File: config.mk
export PLATFORM = sky130hd
export DESIGN_NAME = cxm_top
export DESIGN_NICKNAME = d
export VERILOG_FILES = /design/src/rtl/cxm_pkg.sv /design/src/rtl/cxm_fifo.sv /design/src/rtl/cxm_top.sv
export SDC_FILE = /design/constraint.sdc
export NUM_CORES = 1
export LEC_CHECK = 0
export BUFFER_PORTS_ARGS = -buffer_cell sky130_fd_sc_hd__buf_2
export CORE_MARGIN = 8
export CORE_UTILIZATION = 44
export CTS_CLUSTER_SIZE = 10
export DETAILED_ROUTE_END_ITERATION = 7
export PLACE_DENSITY = 0.72
export SLEW_MARGIN = 15
export SYNTH_ARGS = -nofsm -noshare
export SYNTH_HDL_FRONTEND = slang
export SYNTH_SLANG_ARGS = --single-unit
File: constraint.sdc
create_clock -name core_clk -period 2.7 [get_ports core_clk]
set_input_delay 0.135 -clock core_clk [delete_from_list [all_inputs] [get_ports core_clk]]
set_output_delay 0.135 -clock core_clk [all_outputs]
set_load 0.05 [all_outputs]
File: src/rtl/cxm_pkg.sv
package cxm_pkg;
   // Core clock rate and the period of the internal time base.
   localparam int CXM_CLK_MHZ = 40;
   localparam int CXM_TICK_NS = 1000;
   localparam int CXM_TICK_CYC = (CXM_TICK_NS * CXM_CLK_MHZ + 999) / 1000;
   // Dominant time-out in microseconds, a plain default to tune per system.
   localparam int CXM_DOM_TIMEOUT_US = 1000;
   localparam int CXM_DOM_TIMEOUT_TICKS =
      (CXM_DOM_TIMEOUT_US * 1000) / CXM_TICK_NS;
   localparam int CXM_TICK_W = 8;
   localparam int CXM_TMO_W = 16;
   localparam int CXM_RX_DEPTH = 16;
   localparam int CXM_RX_WIDTH = 1;
   // Reset values of the sampled pins: pulled up, hence high.
   localparam logic CXM_RST_TXD = 1'h1;
   localparam logic CXM_RST_QUIET = 1'h1;
   localparam logic CXM_RST_RXD = 1'h1;

   typedef enum logic [2:0] {
      CXM_DRV_FLOAT = 3'h1,
      CXM_DRV_WAIT = 3'h2,
      CXM_DRV_ON = 3'h4
   } cxm_drv_e;

   typedef struct packed {
      logic vcc_uv;
      logic vio_uv;
      logic over_temp;
   } cxm_supply_s;

   typedef struct packed {
      logic drive_dominant;
      logic release_float;
   } cxm_bus_s;
endpackage : cxm_pkg

File: src/rtl/cxm_fifo.sv
module cxm_fifo #(
   parameter int WIDTH = 1,
   parameter int DEPTH = 16
) (
   input wire logic core_clk,
   input wire logic rst_b,
   input wire logic in_valid,
   output logic in_ready,
   input wire logic [WIDTH-1:0] in_data,
   output logic out_valid,
   input wire logic out_ready,
   output logic [WIDTH-1:0] out_data
);
   import cxm_pkg::*;
   localparam int AW = $clog2(DEPTH);

   typedef struct packed {
      logic [AW-1:0] wr;
      logic [AW-1:0] rd;
      logic [AW:0] cnt;
   } cxm_fifo_s;

   cxm_fifo_s st;
   cxm_fifo_s next_st;
   logic [WIDTH-1:0] mem [DEPTH];
   logic push;
   logic pop;

   if (WIDTH < 1 || DEPTH < 2 || (1 << AW) != DEPTH) begin : g_bad_size
      $error("FIFO width or depth out of range.");
   end

   assign in_ready = (st.cnt != (AW + 1)'(DEPTH));
   assign out_valid = (st.cnt != '0);
   assign out_data = mem[st.rd];
   assign push = in_valid && in_ready;
   assign pop = out_valid && out_ready;

   always_comb begin
      next_st = st;
      if (push) begin
         next_st.wr = st.wr + 1'h1;
      end
      if (pop) begin
         next_st.rd = st.rd + 1'h1;
      end
      next_st.cnt = st.cnt + (AW + 1)'(push) - (AW + 1)'(pop);
   end

   always_ff @(posedge core_clk or negedge rst_b) begin
      if (!rst_b) begin
         st <= '0;
      end else begin
         st <= next_st;
      end
   end

   always_ff @(posedge core_clk) begin
      if (push) begin
         mem[st.wr] <= in_data;
      end
   end
endmodule // cxm_fifo

File: src/rtl/cxm_top.sv
module cxm_top #(
   parameter int TICK_CYC = cxm_pkg::CXM_TICK_CYC,
   parameter int DOM_TIMEOUT_TICKS = cxm_pkg::CXM_DOM_TIMEOUT_TICKS,
   parameter int RX_DEPTH = cxm_pkg::CXM_RX_DEPTH
) (
   input wire logic core_clk,
   input wire logic rst_b,
   input wire logic transmit_data_in,
   input wire logic transmit_data_driven,
   input wire logic quiet_pin,
   input wire logic quiet_pin_driven,
   input wire cxm_pkg::cxm_supply_s supply_in,
   input wire logic bus_dominant_sense,
   input wire logic rx_ready,
   input wire logic overrun_clear,
   output cxm_pkg::cxm_bus_s bus_out,
   output logic receive_data_out,
   output logic silent_mode,
   output logic dominant_timeout_flag,
   output logic rx_overrun
);
   import cxm_pkg::*;

   typedef struct packed {
      logic txd;
      logic quiet;
      cxm_supply_s sup;
      cxm_drv_e drv;
      logic [CXM_TICK_W-1:0] tick_cnt;
      logic tick;
      logic [CXM_TMO_W-1:0] tmo_cnt;
      logic tmo_hit;
      cxm_bus_s bus;
      logic rxd;
      logic ovr;
   } cxm_state_s;

   localparam logic [CXM_TICK_W-1:0] TICK_LAST =
      CXM_TICK_W'(TICK_CYC - 1);
   localparam logic [CXM_TMO_W-1:0] TMO_LIMIT =
      CXM_TMO_W'(DOM_TIMEOUT_TICKS);

   cxm_state_s st;
   cxm_state_s next_st;
   logic fifo_in_ready;
   logic fifo_out_valid;
   logic [CXM_RX_WIDTH-1:0] fifo_out_data;
   logic rx_pop;

   if (TICK_CYC < 2 || TICK_CYC > (1 << CXM_TICK_W)) begin : g_bad_tick
      $error("Time base divider out of range.");
   end
   if (DOM_TIMEOUT_TICKS < 1 ||
       DOM_TIMEOUT_TICKS >= (1 << CXM_TMO_W)) begin : g_bad_tmo
      $error("Dominant time-out out of counter range.");
   end

   // A bus supply fault overrides the thermal one: floating wins over off.
   function automatic logic supply_bad(input cxm_supply_s s);
      return s.vcc_uv || s.vio_uv;
   endfunction

   // Receive path: the sensed level is buffered and handed out on demand.
   // When the reader stalls the buffer fills and sampling stops; the lost
   // samples are reported rather than silently overwritten.
   cxm_fifo #(
      .WIDTH(CXM_RX_WIDTH),
      .DEPTH(RX_DEPTH)
   ) u_rx_fifo (
      .core_clk(core_clk),
      .rst_b(rst_b),
      .in_valid(1'h1),
      .in_ready(fifo_in_ready),
      .in_data(CXM_RX_WIDTH'(~bus_dominant_sense)),
      .out_valid(fifo_out_valid),
      .out_ready(rx_ready),
      .out_data(fifo_out_data)
   );

   assign rx_pop = fifo_out_valid && rx_ready;

   always_comb begin
      next_st = st;
      next_st.txd = transmit_data_driven ? transmit_data_in : 1'h1;
      next_st.quiet = quiet_pin_driven ? quiet_pin : 1'h1;
      next_st.sup = supply_in;

      next_st.tick = (st.tick_cnt == TICK_LAST);
      if (st.tick_cnt == TICK_LAST) begin
         next_st.tick_cnt = '0;
      end else begin
         next_st.tick_cnt = st.tick_cnt + 1'h1;
      end

      if (st.txd) begin
         next_st.tmo_cnt = '0;
         next_st.tmo_hit = 1'h0;
      end else if (st.tick && !st.tmo_hit) begin
         if (st.tmo_cnt == TMO_LIMIT) begin
            next_st.tmo_hit = 1'h1;
         end else begin
            next_st.tmo_cnt = st.tmo_cnt + 1'h1;
         end
      end

      unique case (st.drv)
         CXM_DRV_FLOAT: begin
            if (!supply_bad(st.sup)) begin
               next_st.drv = CXM_DRV_WAIT;
            end
         end
         CXM_DRV_WAIT: begin
            if (supply_bad(st.sup)) begin
               next_st.drv = CXM_DRV_FLOAT;
            end else if (!st.sup.over_temp && st.txd) begin
               next_st.drv = CXM_DRV_ON;
            end
         end
         CXM_DRV_ON: begin
            if (supply_bad(st.sup)) begin
               next_st.drv = CXM_DRV_FLOAT;
            end else if (st.sup.over_temp) begin
               next_st.drv = CXM_DRV_WAIT;
            end
         end
      endcase

      next_st.bus.drive_dominant = (st.drv == CXM_DRV_ON) && !st.quiet &&
                                   !st.txd && !st.tmo_hit;
      next_st.bus.release_float = (st.drv == CXM_DRV_FLOAT);

      if (rx_pop) begin
         next_st.rxd = fifo_out_data[0];
      end
      // A lost sample in the same cycle as the clear keeps the flag set.
      if (!fifo_in_ready) begin
         next_st.ovr = 1'h1;
      end else if (overrun_clear) begin
         next_st.ovr = 1'h0;
      end
   end

   always_ff @(posedge core_clk or negedge rst_b) begin
      if (!rst_b) begin
         st.txd <= CXM_RST_TXD;
         st.quiet <= CXM_RST_QUIET;
         st.sup <= '0;
         st.drv <= CXM_DRV_FLOAT;
         st.tick_cnt <= '0;
         st.tick <= 1'h0;
         st.tmo_cnt <= '0;
         st.tmo_hit <= 1'h0;
         st.bus <= '{drive_dominant: 1'h0, release_float: 1'h1};
         st.rxd <= CXM_RST_RXD;
         st.ovr <= 1'h0;
      end else begin
         st <= next_st;
      end
   end

   assign bus_out = st.bus;
   assign receive_data_out = st.rxd;
   assign silent_mode = st.quiet;
   assign dominant_timeout_flag = st.tmo_hit;
   assign rx_overrun = st.ovr;
endmodule // cxm_top

## Word-level counts from Yosys, hierarchy flattened

Memories as Yosys holds them, arrays and structs flattened. A register that Yosys moved wholly into a read port is not among the register bits.
Cells that the tools add are included.

- Bits in registers: 50
- Bits in writable memories: 16
- Input port bits: 12
- Output and inout port bits: 6
- Logic and storage cells: 70
- Memories kept: 1

Memory list:

| memory | words | width | rd ports | clocked after Yosys merged registers in | wr ports | line | source |
|---|---|---|---|---|---|---|---|
| u_rx_fifo.mem | 16 | 1 | 1 | 1 | 1 | cxm_fifo.sv:25 | `logic [WIDTH-1:0] mem [DEPTH];` |

- Add/sub/neg operators: 6
- Eq/ne operators: 11
- Multiplexer cells: 17
- Bitwise operators: 1
- Reduce and logical (&&, ||, !) cells: 18

Operator list:

| operator | count |
|---|---|
| $mux W17 | 2 |
| $add A16 B1 Y16 const B | 1 |
| $eq A16 B10 Y1 const B | 1 |
| $mux W16 | 1 |
| $mux W3 | 5 |
| $pmux W3 S3 | 1 |
| $add A4 B1 Y4 const B | 2 |
| $add A8 B1 Y8 const B | 1 |
| $eq A8 B6 Y1 const B | 1 |
| $mux W8 | 1 |
| $mux W1 | 7 |
| $logic_and A1 B1 Y1 | 6 |
| $ne A2 B2 Y1 const B | 3 |
| $ne A3 B3 Y1 const B | 2 |
| $add A5 B1 Y5 | 1 |
| $logic_not A1 Y1 | 5 |
| $ne A5 B5 Y1 const B | 1 |
| $reduce_bool A5 Y1 | 1 |
| $sub A5 B1 Y5 | 1 |
| $reduce_and A2 Y1 | 2 |
| $reduce_bool A2 Y1 | 2 |
| $eq A3 B1 Y1 const B | 1 |
| $eq A3 B2 Y1 const B | 1 |
| $eq A3 B3 Y1 const B | 1 |
| other kinds (3) | 3 |

## Logic depth before layout (Yosys ltp)

- Depth in word-level cells: 5
- Mapped depth: 11
- Gate-level depth less buffers: 11

## Cells and area by module

Synthesis repeated with hierarchy kept, for this count alone.

- Cells, all modules: 297
- Area total of the unflattened synthesis: 3,311.9 um^2

Modules (own cells, without submodules):

| module | times used | cells each | area an instance (um^2) | sequential area each (um^2) |
|---|---|---|---|---|
| cxm_top | 1 | 179 | 1,856.8 | 957.2 |
| cxm_fifo | 1 | 118 | 1,455.1 | 805.8 |

## Least setup slack after synthesis

Ideal clock, no wire load.

- Path kind: register -> register
- From: reg u_rx_fifo.st[2] (netlist bit)
- To: reg u_rx_fifo.st[4] (netlist bit)
- Setup time: 0.123 ns
- Arrival: 2.076 ns
- Slack: 0.501 ns
- Stages on the path, launching flop included: 12
- Period minus slack after synthesis: 2.199 ns
- Cells stage by stage: dfrtp_1 -> inv_1 -> ha_1 -> a31oi_2 -> ha_1 -> inv_1 -> ha_1 -> fa_1 -> a21oi_1 -> nor2_1 -> nor2_1 -> xnor2_1

RTL lines:

| what | line | source |
|---|---|---|
| start, declared | cxm_fifo.sv:23 | `cxm_fifo_s st;` |
| start signal, assigned | cxm_fifo.sv:54 | `st <= next_st;` |

==> out/qor.csv <==
stage,metric,value,unit
sta,tightest_slew,0.765,ns
critical_path,crit_top_cell,ha_1,
clock_tree,cts-buffers-inserted,9,
placement,dp_hpwl,3490,um
floorplanning,dieHeight,101,um
synth,avgSynthCellArea,11.0,sq um
hold_path,min_path_type,primary input to flop,
cells_and_area,drive_gt1_frac,0.154,
critical_path,cp_cell_sequence,"inv_1, ha_1, a31oi_2, ha_1, inv_1, ha_1, fa_1, a21oi_1, nor2_1, nor2_1, xnor2_1",
detailed_routing,drtPass1Iterations,4,
clock_tree,clock_path_buffers,2,
detailed_routing,wl,5020,um
sta,slew_violations,0,
global_route,grt-ovfl-total,0,
clock_tree,tritoncts,done,
synth,synthXorXnorAreaFrac,0.0605,
synth,synth_warnings,0,
clock_tree,h-tree-depth,3,
placement,numPortBuffers,17,
status,status,finished clean,
placement,routabilityCongestion,0.768,
floorplanning,core_area,0.00714,sq mm
sta,skew,0.00615,ns
detailed_routing,vias_per_cell,4.90,
synth,synth.distinct_cells,42,
cells_and_area,regArea,0.00176,sq mm
cells_and_area,nets,346,
global_route,grt_pass1_wl,8870,um
cells_and_area,layout_common_cells,"dfrtp_1, nor2_1, buf_2",
synth,synth_nets,316,
clock_tree,cts_setup_buffers,0,
detailed_routing,routedWlPerCell,11.9,um
synth,synth-simple-area-share,0.195,
sta,fin_crit,2.20,ns
detailed_routing,antenna_left,0,
cells_and_area,multiInputGateArea,0.00131,sq mm
sta,relSlewSlack,0.490,
synth,synth_fa_ha_area_frac,0.0613,
floorplanning,die-area,0.0102,sq mm
synth,yosysTopAreaCellShare,0.362,
power_and_ir_drop,power_density,868,mW/mm^2
sta,rsz0062_at_grt,no,
sta,fin_setup_tns,0,ns
power_and_ir_drop,ir_drop,0.550,mV
critical_path,critPathMaxStageDelay,0.41,ns
floorplanning,io_pins,18,
detailed_routing,drc,0,
clock_tree,path_clk_slew,0.07,ns
critical_path,crit_buf_inv,2,
cells_and_area,final_util,0.514,
cells_and_area,area_growth_syn_to_layout,15.2,%
detailed_routing,drt_iter0_markers,78,
clock_tree,cts_num_sinks,67,
synth,async_flop_share,0.761,
critical_path,cp_max_fo,2,
critical_path,cp_top_family,adder cells,
placement,dp_slack,0.503,ns
critical_path,start_kind,flop,
sta,hold_violations,0,
global_route,grt_antenna_before_repair,0,
cells_and_area,n_antenna_cell,0,
synth,synth_top_family_by_area,simple AND/OR/NAND/NOR gates,
detailed_routing,vias,2074,
floorplanning,die_w,101,um
placement,place_area,0.00337,sq mm
synth,synthTopCellsByArea,"dfrtp_1, edfxtp_1, ha_1, nor2_1, dfstp_2",
sta,period_share,0.815,
synth,synth_edf_count,16,
critical_path,crit_slowest_cell,fa_1,
synth,synthMuxAreaShare,0.0436,
clock_tree,root_buffer,clkbuf_8,
cells_and_area,final_common_cell,dfrtp_1,
floorplanning,row_count,31,
sta,setup_slack,0.499,ns
critical_path,reg2reg_depth,11,
floorplanning,start_util,0.446,
synth,synthesis.area,0.00318,sq mm
critical_path,crit_path_end_kind,flop,
critical_path,crit_type,flop to flop,
synth,ys_ff_latch,67,
power_and_ir_drop,finalPower,0.00318,W
critical_path,crit_arrival,2.46,ns
global_route,first_global_vias,2041,
job,cap_violations,0,
power_and_ir_drop,leakagePower,1.58,nW
synth,ys.flop_type,dfrtp_1,
synth,synth_top_area_cell,dfrtp_1,
sta,fmax,0.454,GHz
global_route,grt_max_degree,37,
critical_path,cp.required,2.96,ns
synth,ys_seq_area_frac,0.554,
critical_path,path_depth,11,
clock_tree,insertion_delay,0.33,ns
cells_and_area,fin_area,0.00367,sq mm
hold_path,hold-path-cell-count,2,
cells_and_area,fillers,657,
global_route,globalRouteTotalUtil,0.108,
synth,synth_compound_area_frac,0.0491,
sta,setup_viol,0,
synth,syn_inst,289,
## power breakdown
group / switching, W / internal (W) / total (W)
Sequential: 0.000194 / 0.00125 / 0.00145
Combinational: 0.000493 / 0.000387 / 0.000880
Clock: 0.000378 / 0.000481 / 0.000858
Total: 0.00106 / 0.00212 / 0.00318
## area by class of cell
cell class,count,area share
Clock buffer,11,0.0413
Multi-Input combinational cell,195,0.356
Timing Repair Buffer,30,0.0560
Sequential cell,67,0.481
Tap cell,99,0.0338
Clock inverter,5,0.0160
Inverter,16,0.0164
## state kept, by name, indices dropped and copies added, names as in the netlist
signal / cells
u_rx_fifo.st: 13
bus_out: 2
st: 32
u_rx_fifo.mem: 16
silent_mode: 1
receive_data_out: 1
rx_overrun: 1
dominant_timeout_flag: 1
## synth_stat cells, types with 4 or more instances
master	instances
a21oi_1	10
clkbuf_1	4
dfrtp_1	46
dfstp_2	5
edfxtp_1	16
ha_1	14
inv_1	16
mux2i_1	9
nand2_1	13
nand2b_1	10
nand3_1	11
nand4_1	10
nor2_1	41
nor2b_1	10
nor3_1	4
o21ai_0	9
xnor2_1	11
xor2_1	11
## stage by stage
| step | hold slack, ns | std cells |
|---|---|---|
| after floorplan | -0.161 | 289 |
| after global placement | 0.244 | 398 |
| after detailed placement | 0.245 | 398 |
| after CTS | 0.270 | 423 |
| after global routing | 0.278 | 423 |
| final | 0.265 | 423 |
## metal layers
metal / global-route usage / wire length (um) / up-vias / part of all wire
met1: 0.134 / 2420 / 997 / 0.48
met3: 0.0352 / 188 / 8 / 0.037
met2: 0.165 / 2330 / 22 / 0.46
met5: 0 / 0 / - / 0
met4: 0.0527 / 75 / 0 / 0.015
li1: - / - / 1047 / -
## path summary, 6_finish.rpt
kind,start,to,slack (ns)
max,u_rx_fifo.st[3],u_rx_fifo.st[4],0.50
min,bus_dominant_sense,u_rx_fifo.mem[12],0.27
max reg2reg,u_rx_fifo.st[3],u_rx_fifo.st[4],0.50
min reg2reg,st[22],st[22],0.46
max in group asynchronous,rst_b,receive_data_out,1.59
min in group asynchronous,rst_b,st[16],0.41
## cell families (layout without fill, tap and decap cells)
group | after synthesis | after routing
simple gates | 119 | 119
buf+inv | 27 | 62
xor+xnor | 22 | 22
compound gates | 26 | 26
mux | 13 | 13
fa+ha+maj | 15 | 15
flops | 67 | 67
## timing repair
| action | 4_1_cts | 5_1_grt |
|---|---|---|
| endpoints found under the hold margin | 36 | 0 |
| hold buffers | 9 | 0 |
| resized for setup | 0 | 0 |
(Power assumes the default switching activity.)
